[src/hw/adc_seq_pkg.sv]
/*
 * Constants, field layouts and carrier types for the converter sequencer.
 * Assumes a 20 MHz system clock and an 8-bit register port.
 */
package adc_seq_pkg;
    // ==========================================================
    // Register offsets
    localparam logic [2:0] OFS_MAIN_CTRL = 3'h0;
    localparam logic [2:0] OFS_PIN_REF_CTRL = 3'h1;
    localparam logic [2:0] OFS_TIMING_FMT = 3'h2;
    localparam logic [2:0] OFS_RESULT_HIGH = 3'h3;
    localparam logic [2:0] OFS_RESULT_LOW = 3'h4;
    localparam logic [2:0] OFS_STATUS = 3'h5;
    // ==========================================================
    // Field positions
    localparam int MAIN_POWER_BIT = 0;
    localparam int MAIN_GO_BIT = 1;
    localparam int TF_FORMAT_BIT = 7;
    localparam int TF_ACQ_LSB = 3;
    localparam int TF_CLK_LSB = 0;
    localparam int ST_DONE_BIT = 0;
    localparam int ST_IRQ_EN_BIT = 1;
    // ==========================================================
    // Reset values and masks
    localparam logic [7:0] RST_MAIN_CTRL = 8'h00;
    localparam logic [7:0] RST_PIN_REF_CTRL = 8'h00;
    localparam logic [7:0] RST_TIMING_FMT = 8'h00;
    localparam logic [7:0] MASK_MAIN_CTRL = 8'h3F;
    localparam logic [7:0] MASK_PIN_REF_CTRL = 8'h3F;
    localparam logic [7:0] MASK_TIMING_FMT = 8'hBF;
    localparam logic [2:0] ACQ_MANUAL = 3'h0;
    // ==========================================================
    // Timing counts in bit-conversion periods, clock rates and system-clock cycles
    localparam logic [4:0] CONV_PERIODS = 5'h0B;
    localparam logic [4:0] RESUME_PERIODS = 5'h02;
    localparam int SYS_CLK_HZ = 20000000;
    localparam int INSTR_CLK_DIV = 4;
    localparam int RC_TICK_NS = 1200;
    localparam int SYS_PERIOD_NS = 1000000000 / SYS_CLK_HZ;
    localparam logic [7:0] RC_START_CYCLES = 8'(INSTR_CLK_DIV);
    localparam logic [7:0] RC_PERIOD_CYCLES = 8'(RC_TICK_NS / SYS_PERIOD_NS);
    // ==========================================================
    // Carrier types
    typedef struct packed {
        logic [2:0] addr;
        logic [7:0] wdata;
        logic wr;
        logic rd;
    } reg_req_s;
    typedef struct packed {
        logic sample;
        logic hold;
        logic [9:0] trial;
    } analog_ctl_s;
endpackage : adc_seq_pkg

[src/hw/adc_acquisition_conversion_ctrl.sv]
/*
 * Acquisition and conversion sequencer with its control registers.
 * Assumes an 8-bit register port on SYS_CLK and a comparator that settles within one clock
 * of DAC_TRIAL, so it is read unsynchronised; two stages would outlast a two-cycle bit period.
 */
// Added by the designer: the register offsets and the plain strobed port.
// Contract
// RULE1: Format bit 7 set gives right justified result, clear gives left.
// RULE2: Acquisition codes map to 0,2,4,6,8,12,16,20 bit periods.
// RULE3: Clock codes select divide 2,8,32,RC,4,16,64,RC.
// RULE4: RC clock adds one instruction cycle before the bit clock runs.
// RULE5: Conversion continues while asleep when the RC clock is selected.
// RULE6: Reset clears control registers, powers off, abandons any conversion.
// RULE7: Completion loads result bytes, clears go, sets done flag.
// RULE8: Result bytes have no reset value.
// RULE9: Two bit periods pass after a conversion before acquisition resumes.
// RULE10: Nonzero acquisition code samples programmed periods, then converts.
// RULE11: Code zero converts immediately when go is set.
// RULE12: Software waits acquisition time in manual mode before setting go.
// RULE13: Acquisition field resets to the manual code.
// RULE14: After each conversion sampling of the selected channel resumes.
// RULE15: Go stays set through acquisition and conversion alike.
// RULE16: Holding capacitor stays disconnected for the whole conversion.
// RULE17: Result comes by successive approximation, one bit per period.
// RULE18: Software configures, powers on, sets go, then polls or waits.
// RULE19: Bit 6 of the timing register reads zero and ignores writes.
// RULE20: Go is bit 1 of the main control register.
// RULE21: Power bit enables the module when set.
// RULE22: Clearing go mid-conversion aborts without touching results.
// RULE23: A full conversion lasts eleven bit periods.
// RULE24: Justification pads with zeros above or below the ten bits.
// RULE25: Bit clock is a synchronous divider held stable through a sequence.
`timescale 1ns/1ps
module adc_acquisition_conversion_ctrl
    import adc_seq_pkg::*;
(
    // Clock and reset
    input wire logic SYS_CLK,
    input wire logic RESET_N,
    // Register port
    input wire logic [2:0] REG_ADDR,
    input wire logic [7:0] REG_WDATA,
    input wire logic REG_WR,
    input wire logic REG_RD,
    output logic [7:0] REG_RDATA,
    // Device state
    input wire logic DEVICE_SLEEP,
    // Analog side
    input wire logic CMP_HIGH,
    output logic SAMPLE_EN,
    output logic HOLD_DISCONNECT,
    output logic [9:0] DAC_TRIAL,
    output logic [3:0] CHANNEL_SEL,
    // Events
    output logic CONVERSION_DONE_FLAG,
    output logic CONVERSION_IRQ
);
    typedef enum logic [4:0] {
        ST_OFF = 5'b00001,
        ST_SAMPLE = 5'b00010,
        ST_ACQ = 5'b00100,
        ST_CONV = 5'b01000,
        ST_REST = 5'b10000
    } seq_e;

    typedef struct packed {
        seq_e seq;
        logic [7:0] main_ctrl;
        logic [7:0] pin_ref;
        logic [7:0] timing_fmt;
        logic [4:0] periods;
        logic done_flag;
        logic irq_en;
        logic [7:0] rdata;
        logic sleep_meta;
        logic sleep_sync;
        logic sample;
        logic hold;
        logic irq;
        logic [2:0] clk_lock;
    } ctrl_state_s;

    ctrl_state_s st_ff;
    ctrl_state_s nxt_st;
    logic [7:0] res_hi_ff;
    logic [7:0] res_lo_ff;
    logic [7:0] nxt_res_hi;
    logic [7:0] nxt_res_lo;
    reg_req_s req;
    logic tick;
    logic sar_start;
    logic [9:0] trial;
    logic [9:0] sar_result;
    logic run;
    logic go;
    logic pwr;
    logic [2:0] acq_code;
    logic advance;

    function automatic logic [4:0] acq_periods(input logic [2:0] code);
        logic [4:0] p;
        p = 5'h00;
        unique case (code) // RULE2
            3'h0: p = 5'h00;
            3'h1: p = 5'h02;
            3'h2: p = 5'h04;
            3'h3: p = 5'h06;
            3'h4: p = 5'h08;
            3'h5: p = 5'h0C;
            3'h6: p = 5'h10;
            3'h7: p = 5'h14;
        endcase
        return p;
    endfunction : acq_periods

    function automatic logic [15:0] justify(input logic [9:0] r, input logic right);
        return right ? {6'h00, r} : {r, 6'h00}; // RULE1 RULE24
    endfunction : justify

    assign req = '{addr: REG_ADDR, wdata: REG_WDATA, wr: REG_WR, rd: REG_RD};
    assign go = st_ff.main_ctrl[MAIN_GO_BIT];
    assign pwr = st_ff.main_ctrl[MAIN_POWER_BIT];
    assign acq_code = st_ff.timing_fmt[TF_ACQ_LSB +: 3];
    assign run = (st_ff.seq != ST_OFF) && (st_ff.seq != ST_SAMPLE || go);
    assign sar_start = (nxt_st.seq == ST_CONV) && (st_ff.seq != ST_CONV);
    // Sleep stops every bit clock except the internal RC one.
    assign advance = tick && (!st_ff.sleep_sync || st_ff.clk_lock[1:0] == 2'h3); // RULE5

    // The divider runs from SYS_CLK; the sleep input only gates progress.
    adc_tick_gen u_tick (
        .clk(SYS_CLK),
        .rst_n(RESET_N),
        .run(run),
        .clk_sel(st_ff.clk_lock),
        .tick(tick)
    );

    adc_sar_core u_sar (
        .clk(SYS_CLK),
        .rst_n(RESET_N),
        .start(sar_start),
        .step(advance && st_ff.seq == ST_CONV),
        .cmp_high(CMP_HIGH),
        .trial(trial),
        .result(sar_result)
    );

    // ==========================================================
    // Sequencer and registers
    always_comb
    begin
        logic [15:0] just;
        nxt_st = st_ff;
        nxt_res_hi = res_hi_ff;
        nxt_res_lo = res_lo_ff;
        just = justify(sar_result, st_ff.timing_fmt[TF_FORMAT_BIT]);
        nxt_st.sleep_meta = DEVICE_SLEEP;
        nxt_st.sleep_sync = st_ff.sleep_meta;
        nxt_st.rdata = 8'h00;
        if (req.rd)
        begin
            unique case (req.addr)
                OFS_MAIN_CTRL: nxt_st.rdata = st_ff.main_ctrl;
                OFS_PIN_REF_CTRL: nxt_st.rdata = st_ff.pin_ref;
                OFS_TIMING_FMT: nxt_st.rdata = st_ff.timing_fmt & MASK_TIMING_FMT; // RULE19
                OFS_RESULT_HIGH: nxt_st.rdata = res_hi_ff;
                OFS_RESULT_LOW: nxt_st.rdata = res_lo_ff;
                OFS_STATUS: nxt_st.rdata = {6'h00, st_ff.irq_en, st_ff.done_flag};
                default: nxt_st.rdata = 8'h00;
            endcase
        end
        if (req.wr)
        begin
            unique case (req.addr)
                OFS_MAIN_CTRL: nxt_st.main_ctrl = req.wdata & MASK_MAIN_CTRL; // RULE20
                OFS_PIN_REF_CTRL: nxt_st.pin_ref = req.wdata & MASK_PIN_REF_CTRL;
                OFS_TIMING_FMT: nxt_st.timing_fmt = req.wdata & MASK_TIMING_FMT; // RULE19
                OFS_RESULT_HIGH: nxt_res_hi = req.wdata;
                OFS_RESULT_LOW: nxt_res_lo = req.wdata;
                OFS_STATUS:
                begin
                    nxt_st.done_flag = req.wdata[ST_DONE_BIT];
                    nxt_st.irq_en = req.wdata[ST_IRQ_EN_BIT];
                end
                default: nxt_st.rdata = nxt_st.rdata;
            endcase
        end
        unique case (st_ff.seq)
            ST_OFF:
            begin
                nxt_st.sample = 1'b0;
                nxt_st.hold = 1'b0;
                if (pwr) // RULE21
                begin
                    nxt_st.seq = ST_SAMPLE;
                end
            end
            ST_SAMPLE:
            begin
                nxt_st.sample = 1'b1; // RULE14
                nxt_st.hold = 1'b0;
                nxt_st.clk_lock = st_ff.timing_fmt[TF_CLK_LSB +: 3]; // RULE25
                if (go && acq_code == ACQ_MANUAL)
                begin
                    nxt_st.seq = ST_CONV; // RULE11
                    nxt_st.periods = CONV_PERIODS;
                    nxt_st.sample = 1'b0;
                    nxt_st.hold = 1'b1;
                end
                else if (go)
                begin
                    nxt_st.seq = ST_ACQ; // RULE10
                    nxt_st.periods = acq_periods(acq_code);
                end
            end
            ST_ACQ:
            begin
                if (advance)
                begin
                    if (st_ff.periods == 5'h01)
                    begin
                        nxt_st.seq = ST_CONV;
                        nxt_st.periods = CONV_PERIODS;
                        nxt_st.sample = 1'b0;
                        nxt_st.hold = 1'b1; // RULE16
                    end
                    else
                    begin
                        nxt_st.periods = st_ff.periods - 5'h01;
                    end
                end
            end
            ST_CONV:
            begin
                if (advance)
                begin
                    if (st_ff.periods == 5'h01) // RULE23
                    begin
                        nxt_st.seq = ST_REST;
                        nxt_st.periods = RESUME_PERIODS;
                        nxt_st.hold = 1'b0;
                        nxt_res_hi = just[15:8]; // RULE7
                        nxt_res_lo = just[7:0];
                        nxt_st.main_ctrl[MAIN_GO_BIT] = 1'b0;
                        nxt_st.done_flag = 1'b1;
                    end
                    else
                    begin
                        nxt_st.periods = st_ff.periods - 5'h01;
                    end
                end
            end
            ST_REST:
            begin
                if (advance)
                begin
                    if (st_ff.periods == 5'h01) // RULE9
                    begin
                        nxt_st.seq = ST_SAMPLE;
                    end
                    else
                    begin
                        nxt_st.periods = st_ff.periods - 5'h01;
                    end
                end
            end
        endcase
        // Go cleared by software during acquisition or conversion aborts it.
        if ((st_ff.seq == ST_ACQ || st_ff.seq == ST_CONV) && !go) // RULE22
        begin
            nxt_st.seq = ST_REST;
            nxt_st.periods = RESUME_PERIODS;
            nxt_st.hold = 1'b0;
            nxt_res_hi = res_hi_ff;
            nxt_res_lo = res_lo_ff;
        end
        if (!nxt_st.main_ctrl[MAIN_POWER_BIT])
        begin
            nxt_st.seq = ST_OFF;
            nxt_st.sample = 1'b0;
            nxt_st.hold = 1'b0;
        end
        nxt_st.irq = nxt_st.done_flag && nxt_st.irq_en;
    end

    always_ff @(posedge SYS_CLK or negedge RESET_N)
    begin
        if (!RESET_N)
        begin
            st_ff <= '0; // RULE6
            st_ff.seq <= ST_OFF;
            st_ff.main_ctrl <= RST_MAIN_CTRL;
            st_ff.pin_ref <= RST_PIN_REF_CTRL;
            st_ff.timing_fmt <= RST_TIMING_FMT; // RULE13
        end
        else
        begin
            st_ff <= nxt_st;
        end
    end

    // Result bytes hold their content across reset.
    always_ff @(posedge SYS_CLK)
    begin
        res_hi_ff <= nxt_res_hi; // RULE8
        res_lo_ff <= nxt_res_lo;
    end

    assign REG_RDATA = st_ff.rdata;
    assign SAMPLE_EN = st_ff.sample;
    assign HOLD_DISCONNECT = st_ff.hold;
    assign DAC_TRIAL = trial;
    assign CHANNEL_SEL = st_ff.main_ctrl[5:2];
    assign CONVERSION_DONE_FLAG = st_ff.done_flag;
    assign CONVERSION_IRQ = st_ff.irq;

    // ==========================================================
    // Checks
    property p_hold_through_conv;
        @(posedge SYS_CLK) disable iff (!RESET_N)
        (st_ff.seq == ST_CONV) |-> HOLD_DISCONNECT && !SAMPLE_EN;
    endproperty
    a_hold_through_conv: assert property (p_hold_through_conv) // RULE16
        else $error("Holding capacitor connected during conversion.");
    property p_done_clears_go;
        @(posedge SYS_CLK) disable iff (!RESET_N)
        (st_ff.seq == ST_CONV && $past(st_ff.seq) == ST_CONV) ##1 (st_ff.seq == ST_REST && go == 1'b0 && $past(go))
        |-> CONVERSION_DONE_FLAG;
    endproperty
    a_done_clears_go: assert property (p_done_clears_go) // RULE7
        else $error("Completion without done flag.");
    property p_go_held;
        @(posedge SYS_CLK) disable iff (!RESET_N)
        (st_ff.seq == ST_ACQ && !(REG_WR && REG_ADDR == OFS_MAIN_CTRL)) |=> go || st_ff.seq == ST_OFF;
    endproperty
    a_go_held: assert property (p_go_held) // RULE15
        else $error("Go dropped during acquisition.");
    property p_bit6_zero;
        @(posedge SYS_CLK) disable iff (!RESET_N)
        st_ff.timing_fmt[6] == 1'b0;
    endproperty
    a_bit6_zero: assert property (p_bit6_zero) // RULE19
        else $error("Unimplemented bit set.");
    property p_manual_immediate;
        @(posedge SYS_CLK) disable iff (!RESET_N)
        (st_ff.seq == ST_SAMPLE && go && acq_code == ACQ_MANUAL && pwr) |=> st_ff.seq == ST_CONV;
    endproperty
    a_manual_immediate: assert property (p_manual_immediate) // RULE11
        else $error("Manual conversion did not start at once.");
    property p_power_off;
        @(posedge SYS_CLK) disable iff (!RESET_N)
        !pwr |-> st_ff.seq == ST_OFF;
    endproperty
    a_power_off: assert property (p_power_off) // RULE21
        else $error("Sequencer active while powered off.");
    property p_conv_len;
        @(posedge SYS_CLK) disable iff (!RESET_N)
        $rose(st_ff.seq == ST_CONV) |-> st_ff.periods == CONV_PERIODS;
    endproperty
    a_conv_len: assert property (p_conv_len) // RULE23
        else $error("Conversion length wrong.");
    property p_rest_len;
        @(posedge SYS_CLK) disable iff (!RESET_N)
        $rose(st_ff.seq == ST_REST) |-> st_ff.periods == RESUME_PERIODS;
    endproperty
    a_rest_len: assert property (p_rest_len) // RULE9
        else $error("Rest period wrong.");
endmodule : adc_acquisition_conversion_ctrl

[src/hw/adc_tick_gen.sv]
/*
 * Bit-period tick generator for the converter.
 * Assumes the caller holds the clock select stable while run is high.
 */
`timescale 1ns/1ps
module adc_tick_gen
    import adc_seq_pkg::*;
(
    // Clock and reset
    input wire logic clk,
    input wire logic rst_n,
    // Control
    input wire logic run,
    input wire logic [2:0] clk_sel,
    // Tick out
    output logic tick
);
    typedef struct packed {
        logic [7:0] cnt;
        logic started;
        logic tick;
    } tick_state_s;

    tick_state_s st_ff;
    tick_state_s nxt_st;

    function automatic logic [7:0] period_of(input logic [2:0] sel);
        logic [7:0] p;
        p = RC_PERIOD_CYCLES;
        unique case (sel)
            3'h0: p = 8'h02;
            3'h1: p = 8'h08;
            3'h2: p = 8'h20;
            3'h4: p = 8'h04;
            3'h5: p = 8'h10;
            3'h6: p = 8'h40;
            default: p = RC_PERIOD_CYCLES;
        endcase
        return p;
    endfunction : period_of

    // ==========================================================
    // Divider
    always_comb
    begin
        nxt_st = st_ff;
        nxt_st.tick = 1'b0;
        if (!run)
        begin
            nxt_st.cnt = 8'h00;
            nxt_st.started = 1'b0;
        end
        else if (!st_ff.started)
        begin
            if (st_ff.cnt + 8'h01 >= ((clk_sel[1:0] == 2'h3) ? RC_START_CYCLES : 8'h01)) // RULE4
            begin
                nxt_st.started = 1'b1;
                nxt_st.cnt = 8'h00;
            end
            else
            begin
                nxt_st.cnt = st_ff.cnt + 8'h01;
            end
        end
        else if (st_ff.cnt + 8'h01 >= period_of(clk_sel)) // RULE3 RULE25
        begin
            nxt_st.cnt = 8'h00;
            nxt_st.tick = 1'b1;
        end
        else
        begin
            nxt_st.cnt = st_ff.cnt + 8'h01;
        end
    end

    always_ff @(posedge clk or negedge rst_n)
    begin
        if (!rst_n)
        begin
            st_ff <= '0;
        end
        else
        begin
            st_ff <= nxt_st;
        end
    end

    assign tick = st_ff.tick;
endmodule : adc_tick_gen

[src/hw/adc_sar_core.sv]
/*
 * Successive-approximation register, one bit per tick.
 * Assumes the comparator input is synchronous to clk.
 */
`timescale 1ns/1ps
module adc_sar_core
    import adc_seq_pkg::*;
(
    // Clock and reset
    input wire logic clk,
    input wire logic rst_n,
    // Control
    input wire logic start,
    input wire logic step,
    input wire logic cmp_high,
    // Result
    output logic [9:0] trial,
    output logic [9:0] result
);
    typedef struct packed {
        logic [9:0] trial;
        logic [9:0] bitmask;
    } sar_state_s;

    sar_state_s st_ff;
    sar_state_s nxt_st;

    // ==========================================================
    // Bit resolution
    always_comb
    begin
        nxt_st = st_ff;
        if (start)
        begin
            nxt_st.trial = 10'h200;
            nxt_st.bitmask = 10'h200;
        end
        else if (step && st_ff.bitmask != 10'h000) // RULE17
        begin
            nxt_st.trial = cmp_high ? st_ff.trial : (st_ff.trial & ~st_ff.bitmask);
            nxt_st.bitmask = st_ff.bitmask >> 1;
            if (st_ff.bitmask != 10'h001)
            begin
                nxt_st.trial = nxt_st.trial | (st_ff.bitmask >> 1);
            end
        end
    end

    always_ff @(posedge clk or negedge rst_n)
    begin
        if (!rst_n)
        begin
            st_ff <= '0;
        end
        else
        begin
            st_ff <= nxt_st;
        end
    end

    assign trial = st_ff.trial;
    assign result = st_ff.trial;
endmodule : adc_sar_core

[config.mk]
export PLATFORM = sky130hd
export DESIGN_NAME = adc_acquisition_conversion_ctrl
export DESIGN_NICKNAME = d
export VERILOG_FILES = /design/src/hw/adc_seq_pkg.sv /design/src/hw/adc_acquisition_conversion_ctrl.sv /design/src/hw/adc_tick_gen.sv /design/src/hw/adc_sar_core.sv
export SDC_FILE = /design/constraint.sdc
export NUM_CORES = 1
export LEC_CHECK = 0
export BUFFER_PORTS_ARGS = -buffer_cell sky130_fd_sc_hd__buf_2
export CAP_MARGIN = 20
export CELL_PAD_IN_SITES_DETAIL_PLACEMENT = 1
export CELL_PAD_IN_SITES_GLOBAL_PLACEMENT = 1
export CORE_MARGIN = 5
export CORE_UTILIZATION = 41
export DETAILED_ROUTE_END_ITERATION = 16
export PLACE_DENSITY = 0.76
export SYNTH_ARGS = -nofsm -noshare
export SYNTH_HDL_FRONTEND = slang
export SYNTH_SLANG_ARGS = --single-unit
[constraint.sdc]
create_clock -name SYS_CLK -period 4.2 [get_ports SYS_CLK]
set_input_delay 0 -clock SYS_CLK [delete_from_list [all_inputs] [get_ports SYS_CLK]]
set_output_delay 0 -clock SYS_CLK [all_outputs]
set_load 0.01 [all_outputs]
# Word-level counts from Yosys, hierarchy flattened
# Memories as Yosys holds them, arrays and structs flattened.
# Index checks and enable logic that the tools add are counted.
word_totals:
  regBits: 93
  mem_bits_ro: 32
  input_bits: 17
  out_inout_bits: 26
  wordCells: 162
  mem_count: 1
op_classes:
  addsub: 2
  magnitude_cmp: 2
  eq_ne: 35
  muxes: 72
  bitwise_logic: 3
  reduce_logical: 25
mem_list:
  columns: ["memory", "depth", "width", "read_ports", "rd_clocked_by_memory_dff", "wr", "line_no", "source"]
  rows:
  - ["(name not given)", 8, 4, 1, 0, 0, "adc_acquisition_conversion_ctrl.sv:103", "unique case (code)"]
ops:
  columns: ["operator", "n"]
  rows:
  - ["$mux W8", 17]
  - ["$mux W5", 19]
  - ["$pmux W8 S6", 1]
  - ["$pmux W7 S6", 1]
  - ["$mux W20", 2]
  - ["$mux W10", 3]
  - ["$pmux W5 S5", 1]
  - ["$pmux W5 S4", 1]
  - ["$mux W18", 1]
  - ["$ge A8 B8 Y1", 2]
  - ["$mux W16", 1]
  - ["$eq A3 B3 Y1 const B", 5]
  - ["$mux W1", 13]
  - ["$mux W2", 6]
  - ["$mux W6", 2]
  - ["$ne A3 B3 Y1 const B", 4]
  - ["$ne A4 B3 Y1 const B", 3]
  - ["$and A10 B10 Y10", 1]
  - ["$eq A5 B1 Y1 const B", 2]
  - ["$eq A5 B4 Y1 const B", 2]
  - ["$ne A10 B1 Y1 const B", 1]
  - ["$not A10 Y10", 1]
  - ["$or A10 B9 Y10", 1]
  - ["$reduce_bool A10 Y1", 1]
  - ["other kinds (30)", 48]

# Logic depth before layout (Yosys ltp)
logic_depth:
  word_depth: 10
  mapped_depth: 10
  ltp_nobuf: 10

# Hierarchy
# From an unflattened synthesis, not the netlist that was laid out.
hier_totals:
  cells_unflattened: 534
  area_unflattened_um2: 5536.6
modules_own_cells:
  columns: ["mod", "n_inst", "cells_each", "area_per_inst_um2", "seq_area_each_um2"]
  rows:
  - ["adc_acquisition_conversion_ctrl", 1, 361, 3719.8, 1657.8]
  - ["adc_sar_core", 1, 96, 1083.5, 500.5]
  - ["adc_tick_gen", 1, 77, 733.2, 250.2]

# Worst setup path after synthesis
# No wires, ideal clock.
synth_path:
  kind: "register to register"
  start: "register st_ff[51] (netlist bit)"
  end: "register u_sar.st_ff, in the netlist u_sar.result[5]"
  setup_ns: 0.121
  arrival_ns: 2.255
  t_required_ns: 4.079
  slack_ns: 1.824
  stages_incl_launch_ff: 10
  cell_sequence: "dfrtp_1 -> or3_1 -> nor3_1 -> clkbuf_1 -> inv_1 -> nand2_1 -> o2bb2ai_1 -> nor4_4 -> buf_2 -> nor2_1"
synth_via:
  elab_chain_len: 8
  elab_cells_between_ends: 26
  classes_between: "eq/ne (7); mux (13); reduce/logical (6)"
synth_rtl:
  columns: ["element", "line_no", "source"]
  rows:
  - ["from (decl)", "adc_acquisition_conversion_ctrl.sv:83", "ctrl_state_s st_ff;"]
  - ["from (signal assigned)", "adc_acquisition_conversion_ctrl.sv:298", "st_ff <= nxt_st;"]
  - ["$mux W5 (tied with other cells)", "adc_acquisition_conversion_ctrl.sv:257", "if (st_ff.periods == 5'h01)"]
  - ["$mux W5 (tied with other cells)", "adc_acquisition_conversion_ctrl.sv:255", "if (advance)"]
  - ["$pmux W5 S5 or $logic_and A1 B1 Y1 (tied branches)", "adc_acquisition_conversion_ctrl.sv:188, adc_acquisition_conversion_ctrl.sv:269", null]
  - ["$mux W5", "adc_acquisition_conversion_ctrl.sv:269", "if ((st_ff.seq == ST_ACQ || st_ff.seq == ST_CONV) && !go)"]
  - ["$mux W5", "adc_acquisition_conversion_ctrl.sv:277", "if (!nxt_st.main_ctrl[MAIN_POWER_BIT])"]
  - ["$eq A5 B4 Y1", "adc_acquisition_conversion_ctrl.sv:125", "assign sar_start = (nxt_st.seq == ST_CONV) && (st_ff.seq != ST_CONV);"]
  - ["$logic_and A1 B1 Y1", "adc_acquisition_conversion_ctrl.sv:125", null]
  - ["$mux W20 or $reduce_bool A2 Y1 (tied branches)", null, null]
  - ["to (signal assigned)", "adc_sar_core.sv:57", "st_ff <= nxt_st;"]
  - ["to (decl)", "adc_sar_core.sv:25", "sar_state_s st_ff;"]
# Several ways; a longest one is shown, not always the timed one.
# A chain may end at the register's enable or synchronous reset.

# Worst setup path in the final report
layout_path:
  start: "register st_ff[50] (netlist bit)"
  end: "register st_ff[22] (netlist bit)"
layout_via:
  elab_chain_len: 5
  elab_cells_between_ends: 15
  classes_between: "eq/ne (9); mux (2); reduce/logical (4)"
layout_rtl:
  columns: ["element", "line_no"]
  rows:
  - ["$eq A5 B3 Y1 or $eq A5 B4 Y1 (tied branches)", "adc_acquisition_conversion_ctrl.sv:188, adc_acquisition_conversion_ctrl.sv:269"]
  - ["$logic_or A1 B1 Y1", "adc_acquisition_conversion_ctrl.sv:269"]
  - ["$logic_and A1 B1 Y1", "adc_acquisition_conversion_ctrl.sv:269"]
  - ["$ne A4 B4 Y1 (no source line) (tied with other cells)", null]
  - ["$reduce_and A6 Y1 (no source line)", null]
# Several ways; a longest one is shown, not always the timed one.

==> metrics.md <==
| Metric | Value |
|---|---|
| Status | finished, final reports clean |
| Slowest-stage cell, CP | nor4_1 |
| CP cell instances | nor4_1, a22oi_1, o22a_1, o211ai_1, o21ai_0, o31ai_1 |
| Tmin final | 2836 ps |
| TritonRoute pass-1 iters | 4 |
| Share of the synthesized area in the top cell type | 35.76% |
| MaxCap Viol Count | 0 |
| Total CTS buffers | 9 |
| RePlAce Congestion | 0.8637 |
| Largest area contributor in the netlist | dfrtp_1 |
| Reg clk slew, reported paths | 70 ps |
| Avg Synthesized Cell Area | 9.979 um2 |
| DR WL met2 | 6787 um |
| # fillers | roughly 1400 |
| First-pass GRT wire length | about 23000 um |
| DR WL met3 | 451 um |
| Fin Hold WS | 3.852 ps |
| Psw | about 0.0011 W |
| DR top layer | met4 |
| Largest net degree at the start of global routing | approximately 80 |
| RSZ-0062 raised after global routing | false |
| All-Layer GR Usage | 19.06% |
| Number of global-route vias before repair | 4362 |
| Cell-internal power | 0.002166 W |
| Fmax | 352.7 MHz |
| IO Count | 43 |
| CP Class | reg -> reg |
| CTS tree | yes |
| Clk_lat worst skew | 350 ps |
| EDFF count, synth | 16 |
| Final antenna-violating net count | 0 |
| Synthesis Warnings | 0 |
| Critical path startpoint category | flip-flop |
| CTS root buffer | clkbuf_16 |
| Die Ht | ~120 um |
| Fin crit share | 67.52% |
| Clock skew | 9.220 ps |
| Starting Density | 41.98% |
| Mapped Nets | about 560 |
| Lkg Pwr | 2.528 nW |
| Seq/Total Area, Yosys | between 40 and 50% |
| Slew Viols, Final | 0 |
| Post_cts resized | 0 |
| Gate power share | 25.9% |
| Largest stage delay on the critical path | 760 ps |
| Final WL | 13880 um |
| CP Max Fanout | 16 |
| Wire per inst | 19.12 um |
| Die width | 123.9 um |
| CP Capture Type | flip-flop |
| Initial antenna violation count | 0 |
| IO buf count | 42 |
| Sequential Power Share | 45.5% |
| Top_reg_cell synth | dfrtp_1 |
| DP Wirelength | roughly 9700 um |
| Asr flop ratio synth | 82.80% |
| Synthesized cell area | 5319 um2 |
| Pwr Density | 555.7 nW/um2 |
| Setup violations, final | 0 |
| Final setup TNS | 0 ps |
| Hold Crit Class | in -> reg |
| Synth unique cells | 61 |
| # rows | 41 |
| Count leader, synth | dfrtp_1 |
| Area of the core | 12670 um2 |
| Synth Instances | 533 |
| Yosys reg bits | 93 |
| Final Hold Fails | 0 |
| Post-CTS Setup Bufs | 0 |
| # DRC | 0 |
| Clock power share | 28.7% |
| Share of layout cells above drive strength 1 | between 15 and 20% |
| Worst Max-Slew Pin Slew | 1091 ps |
| FF-to-FF path depth | 6 |
| H-tree depth | 3 |
| Routed metal-1 wirelength | 6342 um |
| Net switching fraction of the power | roughly 34% |
| CTS sink cnt | 93 |
| Nets | 577 |
| Critical path arrival | ~3100 ps |
| DR vias/cell | approximately 5.7 |
| Relative slew margins | a little over a quarter |
| Diodes inserted | 0 |
| Die Area | around 15000 um2 |
| Initial DRC Count | around 310 |
| Area grow syn2layout | 11.83% |
| Routed vias | 4125 |
| Worst VDD drop | 0.0001989 V |
| Area contributors post-synth | dfrtp_1, edfxtp_1, mux2i_1, mux2_2, nand2_1 |
| Hold Path Depth | 2 |
| Grt ovf | 0 |
| Required time of the critical path | 4450 ps |
| Commonest cells in the netlist | dfrtp_1, nand2_1, nor2_1 |
| Maximum clock path buffer count | 2 |
-- cells in the final DEF, fill, tap and decap left out, types with 11 or more instances in the layout --
| cell type | n |
|---|---|
| a21oi_1 | 33 |
| buf_2 | 41 |
| dfrtp_1 | 76 |
| edfxtp_1 | 16 |
| ha_1 | 11 |
| inv_1 | 11 |
| mux2_2 | 23 |
| mux2i_1 | 27 |
| nand2_1 | 49 |
| nand3_1 | 20 |
| nor2_1 | 33 |
| nor2b_1 | 16 |
| o21ai_0 | 33 |
-- area by class of cell --
type                    instances  area [um2]  area share [%]
well taps                     172       215.2           3.618
multi-input cells             379        2586           43.48
inverters                      11       41.29          0.6942
repair buffers                 55       350.3           5.890
clock buffers                  10       250.2           4.207
flip-flops and latches         93        2409           40.49
clock inverters                 6       96.34           1.620
-- worst max-delay path: cells and delay by family, from the launching register on --
kind	cells	cell delay (ps)
AOI/OAI and AO/OA	5	1430
DFF	1	550
and+or+nand+nor	1	760
-- path summary, 6_finish.rpt --
kind                            slack, ps                         to                start
max in group asynchronous            3500  u_tick.st_ff[6]$_DFF_PN0_              RESET_N
min in group asynchronous             130        st_ff[50]$_DFF_PN0_              RESET_N
worst max register to register       1360      st_ff[22]$_DFFE_PN0P_  st_ff[50]$_DFF_PN0_
worst max-delay path                 1360      st_ff[22]$_DFFE_PN0P_  st_ff[50]$_DFF_PN0_
worst min register to register        350         st_ff[6]$_DFF_PN0_  nxt_st[6]$_DFF_PN0_
worst min-delay path                    4      st_ff[23]$_DFFE_PN0P_         REG_WDATA[0]
-- registers in the layout, summed over array words and instances (netlist names), 4 cells and up --
| register | count |
|---|---|
| u_tick.st_ff | 9 |
| res_hi_ff | 8 |
| st_ff | 25 |
| u_sar.st_ff | 10 |
| REG_RDATA | 8 |
| u_sar.result | 10 |
| CHANNEL_SEL | 4 |
| res_lo_ff | 8 |
-- logic make-up after synthesis --
family	share of synthesized area, %
and+or+nand+nor	18.80
AOI/OAI and AO/OA	14.16
DFF	45.28
buffers and inverters	6.140
muxes	11.64
adders and majority gates	2.588
xor gates and xnor gates	1.317
other	0.07050
-- what timing repair did --
action | in CTS | in global routing
endpoints found under the setup margin | 0 | 0
endpoints found under the hold margin | 93 | 0
hold buffers | 8 | 0
-- per-layer routing --
metal / up-vias / GRT usage, %
met5: - / 0
met4: 0 / 6.639
met3: 26 / 2.861
met2: 82 / 31.60
met1: 2077 / 25.49
li1: 1940 / -
-- stage by stage --
| step | setup WS [ps] | std cells | area, um2 | util, % | total power (W) |
|---|---|---|---|---|---|
| 6_report | 1364 | 726 | 5948 | 46.94 | 0.003305 |
| 5_1_grt | 1013 | 726 | 5948 | 46.94 | 0.003514 |
| 4_1_cts | 1307 | 725 | 5921 | 46.73 | 0.003323 |
| 3_5_place_dp | 1397 | 701 | 5494 | 43.36 | 0.002357 |
| 3_3_place_gp | 1473 | 701 | 5494 | 43.36 | 0.002301 |
| 2_1_floorplan | 1824 | 533 | 5319 | - | 0.002099 |
-- power by group through the flow --
stage | Clock [W] | Sequential, W | Combinational, W
global route | 0.00100 | 0.00154 | 0.000972
detailed placement | 0 | 0.00151 | 0.000844
CTS | 0.000960 | 0.00150 | 0.000864
floorplan | 0 | 0.00136 | 0.000737
global placement | 0 | 0.00150 | 0.000804
finish | 0.000947 | 0.00150 | 0.000856
No activity file was read; power rests on OpenSTA's default activity.
